**src/hdl/bkrs_defines.vh**
```
// Constants for the buck regulator control sequencer.
// Assumes a 100 MHz core clock; included by bare name.
`ifndef BKRS_DEFINES_VH
`define BKRS_DEFINES_VH

// Register offsets
`define BKRS_ADDR_SETUP 4'h0
`define BKRS_ADDR_TARGET 4'h1
`define BKRS_ADDR_FLAGMASK 4'h2
`define BKRS_ADDR_STATUS 4'h3
`define BKRS_ADDR_IRQ 4'h4
`define BKRS_ADDR_IRQMASK 4'h5

// Setup register fields
`define BKRS_SETUP_CONV_ON 0
`define BKRS_SETUP_BLEED 1
`define BKRS_SETUP_FOP_LO 2
`define BKRS_SETUP_FOP_HI 3
`define BKRS_SETUP_RESET 8'h01

// Flag mask register: overcurrent response field
`define BKRS_OCR_LO 0
`define BKRS_OCR_HI 1
`define BKRS_OCR_HICCUP 2'h0
`define BKRS_OCR_SHUTDOWN 2'h1
`define BKRS_OCR_LIMIT 2'h2

// Forced operation select codes
`define BKRS_FOP_AUTO 2'h0
`define BKRS_FOP_PWM 2'h2

// Interrupt event bit positions
`define BKRS_EV_OC 0
`define BKRS_EV_THERM 1
`define BKRS_EV_READY 2
`define BKRS_EV_COUNT 3

// Timing
`define BKRS_CLK_MHZ 100
`define BKRS_HICCUP_MS 100
`define BKRS_HICCUP_CYC (`BKRS_HICCUP_MS * 1000 * `BKRS_CLK_MHZ)
`define BKRS_DEAD_CYC 4'h3
`define BKRS_INIT_CYC 8'h10
`define BKRS_RAMP_DIV 16'h0064
`define BKRS_OTP_DEF_TARGET 8'h40
`define BKRS_OTP_DEF_RATE 4'h1

`endif

```
**src/hdl/bkrs_pwm_driver.v**
```verilog
// Pulse-width switch sequencer: high side, dead time, low side, dead time.
// Assumes comparator flags already synchronised to clk.
`timescale 1ns/1ps
`default_nettype none
`include "bkrs_defines.vh"

module bkrs_pwm_driver (
  // Clock and reset
  input wire clk,
  input wire reset,
  // Control
  input wire run,
  input wire curLimitMode,
  // Comparators
  input wire upperHit,
  input wire lowerHit,
  input wire peakHit,
  // Switch drives
  output reg highSideOn,
  output reg lowSideOn
);

  localparam HIGH = 2'h0;
  localparam DEAD1 = 2'h1;
  localparam LOW = 2'h2;
  localparam DEAD2 = 2'h3;

  reg [1:0] state_q; // Phase of the switching cycle
  reg [3:0] dead_q; // Dead-time counter

  // Phase machine; both drives off whenever not running
  always @(posedge clk) begin
    if (reset || !run) begin
      state_q <= DEAD2;
      dead_q <= `BKRS_DEAD_CYC;
      highSideOn <= 1'b0;
      lowSideOn <= 1'b0;
    end else begin
      case (state_q)
        HIGH: begin
          // Peak cap also ends the on-time in limit mode
          if (upperHit || (curLimitMode && peakHit)) begin
            highSideOn <= 1'b0;
            dead_q <= `BKRS_DEAD_CYC;
            state_q <= DEAD1;
          end
        end
        DEAD1: begin
          if (dead_q == 4'h1) begin
            lowSideOn <= 1'b1;
            state_q <= LOW;
          end else begin
            dead_q <= dead_q - 4'h1;
          end
        end
        LOW: begin
          if (lowerHit) begin
            lowSideOn <= 1'b0;
            dead_q <= `BKRS_DEAD_CYC;
            state_q <= DEAD2;
          end
        end
        default: begin
          if (dead_q == 4'h1) begin
            highSideOn <= 1'b1;
            state_q <= HIGH;
          end else begin
            dead_q <= dead_q - 4'h1;
          end
        end
      endcase
    end
  end

endmodule // bkrs_pwm_driver
`default_nettype wire

```
**src/hdl/bkrs_sequencer.v**
```verilog
// Control sequencer of a step-down regulator: enable, start-up, faults,
// bypass and PWM switching. Assumes synchronous pin and supply inputs, 100 MHz clock,
// and a simple strobe register port driven by a host.
//
// Added by the designer: strobed register access and the placing of the registers.
`timescale 1ns/1ps
`default_nettype none
`include "bkrs_defines.vh"

// Notes on behaviour
// - Chip-on high runs; low powers down
// - Bleed set, converter off: discharge path on
// - Start after lockout clear and chip-on
// - Soft-start ramps output to target
// - Peak current picks response by select field
// - Hiccup: off 100 ms, retry, repeat
// - Shutdown latch cleared by supply/pin/bit cycle; over-temperature here also releases it via THERMAL
// - Current limit keeps switching, caps peak
// - Over-temperature stops switching and waits
// - Thermal release repeats soft-start then regulates
// - Bypass variant bypasses when input near output
// - PWM: high, dead, low, dead, repeat
// - PWM on heavy load or forced code
module bkrs_sequencer #(
  parameter HICCUP_CYC = `BKRS_HICCUP_CYC, // Shorten for simulation
  parameter HAS_BYPASS = 1 // Zero for variant without bypass
) (
  // Clock and reset
  input wire clk,
  input wire reset,
  // Pins and supply status
  input wire chipOn,
  input wire supplyOk,
  // Analog comparators, asynchronous to clk
  input wire peakLimit,
  input wire overTemp,
  input wire upperThresh,
  input wire lowerThresh,
  input wire heavyLoad,
  input wire nearInput,
  input wire outputAtLevel,
  // One-time memory
  input wire otpValid,
  input wire [7:0] otpTarget,
  input wire [3:0] otpRate,
  // Register port
  input wire [3:0] regAddr,
  input wire [7:0] regWdata,
  input wire regWrite,
  input wire regRead,
  output reg [7:0] regRdata,
  // Power stage
  output wire highSideOn,
  output wire lowSideOn,
  output reg bleedOn,
  output reg [7:0] rampLevel,
  output reg otpReadReq,
  // Interrupt
  output wire irq
);

  // Sequencer states
  localparam OFF = 3'h0;
  localparam INIT = 3'h1;
  localparam OTP = 3'h2;
  localparam RAMP = 3'h3;
  localparam REG = 3'h4;
  localparam HICCUP = 3'h5;
  localparam LATCHED = 3'h6;
  localparam THERMAL = 3'h7;

  reg [2:0] state_q; // Sequencer state
  reg [7:0] setup_q; // Converter setup register
  reg [7:0] target_q; // Output target level
  reg [7:0] flagMask_q; // Flag mask, holds response select
  reg [3:0] rate_q; // Ramp step size
  reg [2:0] irqStat_q; // Sticky events
  reg [2:0] irqMask_q; // Event enables
  reg [31:0] timer_q; // Hiccup and init timer
  reg [15:0] rampDiv_q; // Ramp pacing divider
  reg [4:0] sync1_q; // Synchroniser first stage
  reg [4:0] sync2_q; // Synchroniser second stage
  reg convOnPrev_q; // For bit cycle detection
  reg chipOnPrev_q; // For pin cycle detection
  reg supplyPrev_q; // For supply cycle detection

  wire pkS = sync2_q[0];
  wire otS = sync2_q[1];
  wire upS = sync2_q[2];
  wire loS = sync2_q[3];
  wire hvS = sync2_q[4];
  wire convOn = setup_q[`BKRS_SETUP_CONV_ON];
  wire [1:0] ocSel = flagMask_q[`BKRS_OCR_HI:`BKRS_OCR_LO];
  wire [1:0] fopSel = setup_q[`BKRS_SETUP_FOP_HI:`BKRS_SETUP_FOP_LO];
  wire enabled = chipOn && supplyOk;
  wire bypassNow = (HAS_BYPASS != 0) && nearInput;
  wire pwmMode = (fopSel == `BKRS_FOP_PWM) || hvS;
  wire switching = (state_q == RAMP || state_q == REG) && !bypassNow;
  wire [2:0] events; // Event pulses this cycle
  wire wrIrq = regWrite && (regAddr == `BKRS_ADDR_IRQ);

  // Comparator synchronisers; stage one only feeds stage two
  always @(posedge clk) begin
    if (reset) begin
      sync1_q <= 5'h00;
      sync2_q <= 5'h00;
    end else begin
      sync1_q <= {heavyLoad, lowerThresh, upperThresh, overTemp, peakLimit};
      sync2_q <= sync1_q;
    end
  end

  // Switching phases; only in pulse-width mode while ramping or regulating, not in bypass
  bkrs_pwm_driver uDriver (
    .clk(clk),
    .reset(reset),
    .run(switching && pwmMode),
    .curLimitMode(ocSel == `BKRS_OCR_LIMIT),
    .upperHit(upS),
    .lowerHit(loS),
    .peakHit(pkS),
    .highSideOn(highSideOn),
    .lowSideOn(lowSideOn)
  );

  // Register writes from the host
  always @(posedge clk) begin
    if (reset) begin
      setup_q <= `BKRS_SETUP_RESET;
      flagMask_q <= 8'h00;
      irqMask_q <= 3'h0;
    end else if (regWrite) begin
      case (regAddr)
        `BKRS_ADDR_SETUP: setup_q <= regWdata;
        `BKRS_ADDR_FLAGMASK: flagMask_q <= regWdata;
        `BKRS_ADDR_IRQMASK: irqMask_q <= regWdata[2:0];
        default: ;
      endcase
    end
  end

  // Read data, valid the cycle after the strobe
  always @(posedge clk) begin
    if (reset) begin
      regRdata <= 8'h00;
    end else if (regRead) begin
      case (regAddr)
        `BKRS_ADDR_SETUP: regRdata <= setup_q;
        `BKRS_ADDR_TARGET: regRdata <= target_q;
        `BKRS_ADDR_FLAGMASK: regRdata <= flagMask_q;
        `BKRS_ADDR_STATUS: regRdata <= {bypassNow, pwmMode, 3'h0, state_q};
        `BKRS_ADDR_IRQ: regRdata <= {5'h00, irqStat_q};
        `BKRS_ADDR_IRQMASK: regRdata <= {5'h00, irqMask_q};
        default: regRdata <= 8'h00;
      endcase
    end else begin
      regRdata <= 8'h00;
    end
  end

  // Event pulses feeding the sticky status
  assign events[`BKRS_EV_OC] = switching && pkS && (ocSel != `BKRS_OCR_LIMIT);
  assign events[`BKRS_EV_THERM] = (state_q != THERMAL) && (state_q != OFF) && otS;
  assign events[`BKRS_EV_READY] = (state_q == RAMP) && (rampLevel == target_q);

  // Sticky status, write one to clear; a new event wins over the clear
  always @(posedge clk) begin
    if (reset) begin
      irqStat_q <= 3'h0;
    end else begin
      irqStat_q <= (irqStat_q & ~(wrIrq ? regWdata[2:0] : 3'h0)) | events;
    end
  end

  assign irq = |(irqStat_q & irqMask_q);

  // Main sequencer
  // Overview of the state walk:
  // OFF waits for pin, supply and converter bit together
  // INIT counts a short settle before the memory request
  // OTP waits for the memory reply, then loads target and rate
  // RAMP steps the level up every divider period
  // REG holds the level at the register target
  // HICCUP waits out the retry interval, then ramps again
  // LATCHED holds off until the converter bit is cleared
  // THERMAL holds off until the hot flag drops
  //
  // Priority inside the enabled branch:
  // Converter bit cleared first, so software wins except in LATCHED, where over-temperature wins
  // Over-temperature second, it protects the silicon
  // Overcurrent last, only acts while switching
  //
  // Pin or supply low overrides everything, any state
  // Pin filtering is left to the host on purpose
  // A short low glitch therefore powers the block down
  // Trade-off: no extra counter, simpler restart timing
  //
  // Ramp pacing notes:
  // Divider free-runs while in RAMP
  // First step may come early after re-entry
  // Step is clamped so the level never passes target
  // Clamp uses a 9-bit difference to avoid wrap
  //
  // Hiccup timing notes:
  // Timer cleared on the fault edge itself
  // Restart comes after the full parameter count
  // Simulation shortens the count by parameter
  // Each retry goes back through soft-start
  // A recurring fault simply repeats the cycle
  //
  // Latched shutdown notes:
  // A converter bit cycle exits the state here; over-temperature sends it to THERMAL
  // Pin and supply cycles leave through the power-down path
  // Both paths land in OFF and restart from INIT
  //
  // Thermal notes:
  // Exit relies on comparator hysteresis
  // No extra margin counted in this block
  // Exit always restarts the soft-start ramp
  // Regulation then resumes at the register target
  //
  // Target register notes:
  // Host writes land in any state
  // Memory load at start overwrites an earlier write
  // Limitation: a lowered target steps the level down at once
  //
  // Bleed path notes:
  // Discharge only with pin high and converter bit low
  // Registered, so it follows the bit one cycle late
  // Can overlap the switching drives for one cycle after the bit clears
  //
  // Bypass notes:
  // Bypass stops the switching drives
  // Near-input flag is a level, not synchronised
  // Variant without bypass ignores the flag
  //
  // Memory request is a single-cycle pulse
  // A missing reply leaves the block in OTP
  // Recovery from that needs a power-down
  always @(posedge clk) begin
    if (reset) begin
      state_q <= OFF;
      target_q <= 8'h00;
      rate_q <= 4'h0;
      rampLevel <= 8'h00;
      rampDiv_q <= 16'h0000;
      timer_q <= 32'h0;
      otpReadReq <= 1'b0;
      bleedOn <= 1'b0;
      convOnPrev_q <= 1'b0;
      chipOnPrev_q <= 1'b0;
      supplyPrev_q <= 1'b0;
    end else begin
      convOnPrev_q <= convOn;
      chipOnPrev_q <= chipOn;
      supplyPrev_q <= supplyOk;
      otpReadReq <= 1'b0;
      // Discharge only with pin high and converter bit cleared
      bleedOn <= chipOn && setup_q[`BKRS_SETUP_BLEED] && !convOn;
      // Host may move the target while running
      if (regWrite && regAddr == `BKRS_ADDR_TARGET) begin
        target_q <= regWdata;
      end
      if (!enabled) begin
        // Power-down; the host keeps the pin low long enough
        state_q <= OFF;
        rampLevel <= 8'h00;
      end else begin
        case (state_q)
          OFF: begin
            timer_q <= 32'h0;
            if (convOn) begin
              state_q <= INIT;
            end
          end
          INIT: begin
            timer_q <= timer_q + 32'h1;
            if (timer_q[7:0] == `BKRS_INIT_CYC) begin
              otpReadReq <= 1'b1;
              state_q <= OTP;
            end
          end
          OTP: begin
            if (otpValid) begin
              target_q <= otpTarget;
              rate_q <= otpRate;
              rampLevel <= 8'h00;
              state_q <= RAMP;
            end
          end
          RAMP: begin
            rampDiv_q <= rampDiv_q + 16'h1;
            if (rampLevel == target_q) begin
              state_q <= REG;
            end else if (rampDiv_q == `BKRS_RAMP_DIV) begin
              rampDiv_q <= 16'h0000;
              // Step at programmed rate, clamp to target
              if ({1'b0, target_q} - {1'b0, rampLevel} <= {5'h00, rate_q}) begin
                rampLevel <= target_q;
              end else begin
                rampLevel <= rampLevel + {4'h0, rate_q};
              end
            end
          end
          REG: begin
            rampLevel <= target_q;
          end
          HICCUP: begin
            timer_q <= timer_q + 32'h1;
            if (timer_q == HICCUP_CYC - 1) begin
              rampLevel <= 8'h00;
              state_q <= RAMP;
            end
          end
          LATCHED: begin
            // Bit cycle restarts; pin and supply handled above
            if (!convOn) begin
              state_q <= OFF;
            end
          end
          default: begin
            // Wait for release, then soft-start again
            if (!otS) begin
              rampLevel <= 8'h00;
              state_q <= RAMP;
            end
          end
        endcase
        // Converter bit cleared in any active state powers down
        if (!convOn && state_q != LATCHED) begin
          state_q <= OFF;
          rampLevel <= 8'h00;
        end else if (otS && state_q != OFF && state_q != THERMAL) begin
          state_q <= THERMAL;
          rampLevel <= 8'h00;
        end else if (events[`BKRS_EV_OC]) begin
          rampLevel <= 8'h00;
          timer_q <= 32'h0;
          if (ocSel == `BKRS_OCR_SHUTDOWN) begin
            state_q <= LATCHED;
          end else begin
            state_q <= HICCUP;
          end
        end
      end
    end
  end

endmodule // bkrs_sequencer
`default_nettype wire

```
**config.mk**
```make
export PLATFORM = sky130hd
export DESIGN_NAME = bkrs_sequencer
export DESIGN_NICKNAME = d
export VERILOG_FILES = /design/src/hdl/bkrs_pwm_driver.v /design/src/hdl/bkrs_sequencer.v
export VERILOG_INCLUDE_DIRS = /design/src /design/src/hdl
export SDC_FILE = /design/constraint.sdc
export NUM_CORES = 1
export LEC_CHECK = 0
export BUFFER_PORTS_ARGS = -buffer_cell sky130_fd_sc_hd__buf_2
export CAP_MARGIN = 20
export CORE_MARGIN = 5
export CORE_UTILIZATION = 65
export CTS_CLUSTER_SIZE = 14
export DETAILED_ROUTE_END_ITERATION = 10
export PLACE_DENSITY_LB_ADDON = 0.15
export SETUP_SLACK_MARGIN = 0.4
export SYNTH_ARGS = -nofsm -noshare
export SYNTH_HDL_FRONTEND = slang
export SYNTH_SLANG_ARGS = --single-unit
```
**constraint.sdc**
```tcl
create_clock -name clk -period 5.9 [get_ports clk]
set_input_delay 1.18 -clock clk [delete_from_list [all_inputs] [get_ports clk]]
set_output_delay 1.18 -clock clk [all_outputs]
set_load 0.01 [all_outputs]
```
==> results of run 1 <==
## layer usage
metal	wire [um]	track usage (%)	part of all wire [%]	vias to the layer above
met5	0	0	0	-
met4	520	13.4	3.1	0
met3	1180	5.60	7.0	48
met2	8040	43.8	48	252
met1	7100	34.1	42	3009
li1	-	-	-	3074
## sequential cells by signal, summed over array words and instances, names as in the netlist, 3 cells and up
signal	count
irqStat_q	3
irqMask_q	3
sync1_q	5
setup_q	8
flagMask_q	8
uDriver.dead_q	4
timer_q	32
rampDiv_q	16
sync2_q	5
rampLevel	8
regRdata	8
state_q	3
target_q	8
rate_q	4
## critical path, stage by stage (launching register included)
cell and delay, ns:
sky130_fd_sc_hd__dfxtp_1 0.49, sky130_fd_sc_hd__inv_1 0.09, sky130_fd_sc_hd__ha_1 0.31, sky130_fd_sc_hd__nor2b_1 0.15, sky130_fd_sc_hd__o21a_1 0.16, sky130_fd_sc_hd__nor2_1 0.10, sky130_fd_sc_hd__xnor2_1 0.15, sky130_fd_sc_hd__ha_1 0.29
sky130_fd_sc_hd__a21oi_1 0.20, sky130_fd_sc_hd__o21ai_0 0.16, sky130_fd_sc_hd__a221oi_2 0.47, sky130_fd_sc_hd__and3_1 0.46, sky130_fd_sc_hd__mux2_2 0.38, sky130_fd_sc_hd__a31oi_1 0.17
## placed cells by master, fill, tap and decap left out, types with 8 or more instances in the layout
cell type	n
sky130_fd_sc_hd__nor4_1	12
sky130_fd_sc_hd__a21oi_1	57
sky130_fd_sc_hd__buf_2	57
sky130_fd_sc_hd__nand3_1	33
sky130_fd_sc_hd__dfxtp_1	121
sky130_fd_sc_hd__nand4_1	8
sky130_fd_sc_hd__inv_1	37
sky130_fd_sc_hd__clkbuf_16	16
sky130_fd_sc_hd__nor2_1	103
sky130_fd_sc_hd__a311oi_1	15
sky130_fd_sc_hd__nor2b_1	19
sky130_fd_sc_hd__and3_1	13
sky130_fd_sc_hd__nand2_1	77
sky130_fd_sc_hd__or3_1	11
sky130_fd_sc_hd__nor3_1	17
sky130_fd_sc_hd__a211oi_1	18
sky130_fd_sc_hd__xnor2_1	15
sky130_fd_sc_hd__o21ai_0	42
sky130_fd_sc_hd__mux2i_1	37
sky130_fd_sc_hd__a31oi_1	17
sky130_fd_sc_hd__ha_1	26
## through the flow
step / instance area [sq um] / std cells / hold WS [ns]
2_1_floorplan: 6720 / 828 / 0.414
3_3_place_gp: 7030 / 985 / 0.424
3_5_place_dp: 7030 / 985 / 0.420
4_1_cts: 7640 / 1017 / 0.434
5_1_grt: 7640 / 1017 / 0.462
6_report: 7640 / 1017 / 0.434
## area by class of cell
type	instances	area share, %
Multi-Input combinational cell	631	52.2
Sequential cell	121	31.7
Clock buffer	21	6.14
Timing Repair Buffer	59	3.93
Tap cell	136	2.23
Clock inverter	11	1.88
Inverter	38	1.87
## report_power, final
group / internal, W / switching, W
logic: 0.0000502 / 0.0000910
registers: 0.000825 / 0.00000779
clock network: 0.000687 / 0.000374
total: 0.00156 / 0.000473
## kinds of logic after synthesis
logic type	synth area share, %
and+or+nand+nor	25.0
AOI/OAI and AO/OA	19.0
DFF	36.0
buffers and inverters	4.61
muxes	7.02
adders and majority gates	5.43
xor gates and xnor gates	2.87
## path summary, 6_finish.rpt
kind | end | cells past startpoint | slack [ns]
worst min-delay path | sync2_q[0]$_SDFF_PP0_ | 1 | 0.43
worst max-delay path | rampLevel[1]$_SDFFE_PP0P_ | 13 | 2.25
worst min register to register | sync2_q[0]$_SDFF_PP0_ | 1 | 0.43
worst max register to register | rampLevel[1]$_SDFFE_PP0P_ | 13 | 2.25
==> flow_summary_export.csv, run 1 <==
group,metric,value,unit
synthesis,number_of_synthesized_flops_with_an_enable_pin,0,
detailed_routing,routed_wl,16.8,mm
timing,timing_hold_violations_final,0,
cts,htree_levels,4,
synthesis,syn_nets,894,
final_layout,seqCellArea,2420,sq um
global_routing,globalRouteOverflowTotal,0,
final_layout,antenna_cells,0,
cts,clk_pin_slew_worst_paths,0.06,ns
synthesis,synth_seq_cells,121,
synthesis,yosys_warnings,0,
final_layout,layout-drive-gt1-share,13.1,%
cts,postCtsSetupBuffers,0,
final_layout,finalNetCount,934,
timing,setup_ws,2.25,ns
place,dpl_ws,2.44,ns
synthesis,mappedNetlistArea,6720,sq um
critical_path,worstPathMaxFanout,8,
synthesis,synth_top_flop_cell,"sky130_fd_sc_hd__dfxtp_1",
global_routing,gr-usage-all-layers,27.0,%
cts,clockRootBuffer,"sky130_fd_sc_hd__clkbuf_8",
detailed_routing,drc_errors,0,
die,dieHeight,112,um
final_layout,areaGrowthSynthToFinish,13.6,%
die,floorplan.die_area,12500,sq um
critical_path,required_time_at_the_endpoint_of_the_critical_path,6.36,ns
synthesis,syn_area_per_cell,8.12,sq um
timing,setup_viol,0,
final_layout,multi_input_area,3990,sq um
place,port_buffers,57,
synthesis,synthCells,828,
synthesis,yosysMostFrequentCell,"sky130_fd_sc_hd__dfxtp_1",
synthesis,synth_top_cell_by_area,"sky130_fd_sc_hd__dfxtp_1",
timing,fin_crit_sh,61.9,%
cts,cts_tree,"built",
min_path,start_point_of_the_worst_hold_path,"sync1_q[0]$_SDFF_PP0_",
detailed_routing,post_drt_via_cell_ratio,6.28,
cts,insertion_delay,0.53,ns
power,post-layout-total-power,0.00203,W
synthesis,ys_async_sr_fraction,0,%
synthesis,ys_top_cells_by_area,"sky130_fd_sc_hd__dfxtp_1 36%, sky130_fd_sc_hd__nor2_1 5.7%, sky130_fd_sc_hd__mux2i_1 5.5%",
power,power.density,266,nW/um^2
outcome,run_status,"complete, no violations",
timing,unrepaired_setup_endpoints_after_global_routing,"no",
synthesis,post_synth_most_frequent_cells,"121 x sky130_fd_sc_hd__dfxtp_1, 103 x sky130_fd_sc_hd__nor2_1, 77 x sky130_fd_sc_hd__nand2_1",
critical_path,cp.arrival,4.10,ns
critical_path,rr_startpoint,"rampLevel[1]$_SDFFE_PP0P_",
detailed_routing,drt-pass1-iter-count,5,
die,floorplan.initialDensity,66.0,%
detailed_routing,drt_first_iter_violations,514,
die,design.portCount,59,
power,total_leakage_power,2.94,nW
final_layout,fin_util,75.0,%
place,dp_hpwl,11.4,mm
critical_path,worstSetupStartpoint,"rampLevel[1]$_SDFFE_PP0P_",
cts,ctsHoldBuffers,0,
global_routing,first_global_vias,6049,
job,drv.max_cap_violation_count,0,
timing,worst_pin_slew,0.958,ns
power,worst_ir_drop_vdd,0.000175,V
timing,relSlewSlack,35.6,%
cts,ctsLongestPathBuffers,2,
critical_path,endpoint_kind,"register",
synthesis,synth_sequential_area_ratio,36.0,%
die,rows,37,
place,finalWeightedCongestion,0.924,
min_path,timing.hold.worst.class,"reg2reg",
detailed_routing,wire_per_inst,16.6,um
critical_path,worst-setup-path-type,"reg2reg",
global_routing,global_route_wire_length_before_repair,28.1,mm
synthesis,yosys.area.top_type_share,36.0,%
timing,max_freq,0.274,GHz
critical_path,worst_setup_path_start_kind,"register",
timing,finalSetupTns,0,ns
final_layout,fillerInstances,751,
timing,timing.final.max_slew_violations,0,
synthesis,synth_cell_types,69,
cts,ctsResizeCount,0,
cts,clock_sinks,121,
timing,final_period_minus_worst_setup_slack,3.65,ns
die,die_width,112,um
global_routing,grt_max_degree,77,
detailed_routing,detailroute.via_count,6383,
die,core_area,10200,sq um
detailed_routing,antenna_violating_nets_post_route,0,
global_routing,grt_antenna_before_repair,0,
timing,clock-skew-final,0.00842,ns
cts,cts_inserted_buffers,17,
Power figures use the tool's default switching activity.
==> inputs of run 2 (changes only) <==
- CORE_UTILIZATION: 65 -> 54
- clock period: 5.9 -> 3.2 ns (I/O delays scaled with it)
==> flow_summary_export.csv, run 2 (synthesized netlist as in run 1, its figures left out) <==
group,metric,value,unit
cts,clockRootBuffer,"sky130_fd_sc_hd__clkbuf_16",
place,dpl_ws,0.195,ns
detailed_routing,drc_errors,0,
final_layout,postLayoutCellArea,7910,sq um
global_routing,global_route_wire_length_before_repair,28.5,mm
cts,ctsHoldBuffers,0,
timing,timing_hold_violations_final,0,
critical_path,cp.arrival,3.13,ns
power,total_leakage_power,3.05,nW
final_layout,layout.cells.most_common_list,"116 x sky130_fd_sc_hd__dfxtp_1, 102 x sky130_fd_sc_hd__nor2_1, 77 x sky130_fd_sc_hd__nand2_1",
detailed_routing,wl_met2,8.51,mm
timing,final.hold.worst_slack,0.420,ns
final_layout,layout-drive-gt1-share,15.9,%
global_routing,grt_antenna_before_repair,1,
global_routing,grt_max_degree,76,
timing,relSlewSlack,34.6,%
cts,insertion_delay,0.43,ns
final_layout,final_std_cells_w_o_fill,1062,
die,rows,40,
final_layout,top_regs,"timer_q (32), rampDiv_q (16)",
cts,htree_levels,4,
detailed_routing,routed.top_layer,"met5",
critical_path,worst_setup_path_start_kind,"register",
place,detailed_place.area,7170,sq um
job,drv.max_cap_violation_count,0,
timing,setup_ws,0.412,ns
global_routing,first_global_vias,6123,
die,dieHeight,122,um
final_layout,final_common_cell,"sky130_fd_sc_hd__dfxtp_1",
die,floorplan.die_area,14800,sq um
detailed_routing,drt_first_iter_violations,617,
detailed_routing,routed_wl,17.3,mm
die,design.portCount,59,
detailed_routing,post_drt_via_cell_ratio,6.00,
timing,fin_crit_sh,87.1,%
critical_path,worstPathBufferInverterCount,1,
critical_path,endpoint_kind,"register",
critical_path,worstPathMaxFanout,4,
critical_path,required_time_at_the_endpoint_of_the_critical_path,3.55,ns
timing,final_period_minus_worst_setup_slack,2.79,ns
outcome,run_status,"complete, no violations",
final_layout,finalNetCount,947,
global_routing,globalRouteOverflowTotal,0,
cts,cts_tree,"built",
critical_path,critPathSlowestCell,"sky130_fd_sc_hd__dfxtp_4",
timing,worst_pin_slew,0.974,ns
critical_path,crit_path_max_incr_delay,0.36,ns
final_layout,antenna_cells,0,
timing,max_freq,0.359,GHz
detailed_routing,antenna_violating_nets_post_route,0,
cts,clock_sinks,121,
critical_path,worst-setup-path-type,"reg2reg",
critical_path,crit_chain,"inv_4, ha_4, nor2b_4, o21a_1, nor2_2, xnor2_1, ha_1, a21oi_1, o21ai_1, a221oi_2, and3_4, mux2_4, a31oi_1",
die,die_width,122,um
min_path,timing.hold.worst.class,"in2reg",
detailed_routing,detailroute.via_count,6375,
cts,cts_inserted_buffers,17,
timing,unrepaired_setup_endpoints_after_global_routing,"yes",
power,worst_ir_drop_vdd,0.000443,V
final_layout,areaGrowthSynthToFinish,17.7,%
detailed_routing,wire_per_inst,16.3,um
global_routing,gr-usage-all-layers,23.8,%
timing,setup_viol,0,
cts,ctsLongestPathBuffers,2,
critical_path,critical_path.top_delay_family,"compound AO/OA/AOI/OAI gates",
place,port_buffers,57,
detailed_routing,m1WireLength,7.61,mm
detailed_routing,drt-pass1-iter-count,6,
final_layout,register_with_the_most_flip_flops,"timer_q",
detailed_routing,route.met3.wl,979,um
die,core_area,12100,sq um
cts,clk_pin_slew_worst_paths,0.06,ns
power,power.density,495,nW/um^2
final_layout,largest_reg_flops,32,
timing,finalSetupTns,0,ns
timing,clock-skew-final,0.0124,ns
die,floorplan.initialDensity,55.5,%
place,finalWeightedCongestion,0.953,
place,dp_hpwl,12.1,mm
timing,timing.final.max_slew_violations,0,
place,dpl.cell_count,1026,
run 2: cell types whose count changed in the layout (fill, tap and decap cells not counted), sizes merged:
cell,previous run,this run
bufinv,3,4
clkinv,8,6
clkinvlp,1,2
buf,59,72
run 2: final cells by class:
type | count | area, sq um
Sequential cell | 121 | 2430
Clock inverter | 11 | 168
Tap cell | 168 | 210
Fill cell | 1035 | 4200
Multi-Input combinational cell | 631 | 4070
Timing Repair Buffer | 72 | 405
Inverter | 38 | 145
Clock buffer | 21 | 480
run 2: what timing repair did:
| item | 4_1_cts | 5_1_grt |
|---|---|---|
| buffers inserted | 3 | 1 |
| pin swaps | 4 | 15 |
| setup endpoints to repair | 8 | 22 |
| resized for setup | 5 | 8 |
run 2: path summary, 6_finish.rpt:
path	end	depth (start not counted)	slack, ns	start
worst max-delay path	rampLevel[0]$_SDFFE_PP0P_	13	0.41	rampLevel[1]$_SDFFE_PP0P_
worst min-delay path	sync1_q[3]$_SDFF_PP0_	2	0.42	lowerThresh
worst min register to register	sync2_q[1]$_SDFF_PP0_	1	0.44	sync1_q[1]$_SDFF_PP0_
worst max register to register	rampLevel[0]$_SDFFE_PP0P_	13	0.41	rampLevel[1]$_SDFFE_PP0P_
run 2: worst reg2reg max path, stage by stage (launching register included):
cell	delay, ns
sky130_fd_sc_hd__dfxtp_4	0.36
sky130_fd_sc_hd__inv_4	0.04
sky130_fd_sc_hd__ha_4	0.26
sky130_fd_sc_hd__nor2b_4	0.14
sky130_fd_sc_hd__o21a_1	0.14
sky130_fd_sc_hd__nor2_2	0.04
sky130_fd_sc_hd__xnor2_1	0.12
sky130_fd_sc_hd__ha_1	0.33
sky130_fd_sc_hd__a21oi_1	0.12
sky130_fd_sc_hd__o21ai_1	0.10
sky130_fd_sc_hd__a221oi_2	0.32
sky130_fd_sc_hd__and3_4	0.28
sky130_fd_sc_hd__mux2_4	0.30
sky130_fd_sc_hd__a31oi_1	0.17
run 2: report_power, final:
part / internal (W) / leakage, nW / switching, W
clock network: 0.00138 / 0.315 / 0.000691
logic: 0.000127 / 1.76 / 0.000184
registers: 0.00152 / 0.981 / 0.0000116
total: 0.00303 / 3.05 / 0.000887
run 2: per-layer routing:
metal	GRT usage, %	up-vias
met5	0	-
met4	7.35	2
met3	6.69	21
met2	40.0	212
met1	29.8	3044
li1	-	3096
run 2: metrics by stage:
| step | total power, W | util, % |
|---|---|---|
| after detailed placement | 0.00185 | 59.2 |
| after global routing | 0.00405 | 65.3 |
| after floorplan | 0.00176 | - |
| after global placement | 0.00184 | 59.2 |
| final | 0.00392 | 65.3 |
| after CTS | 0.00393 | 64.9 |
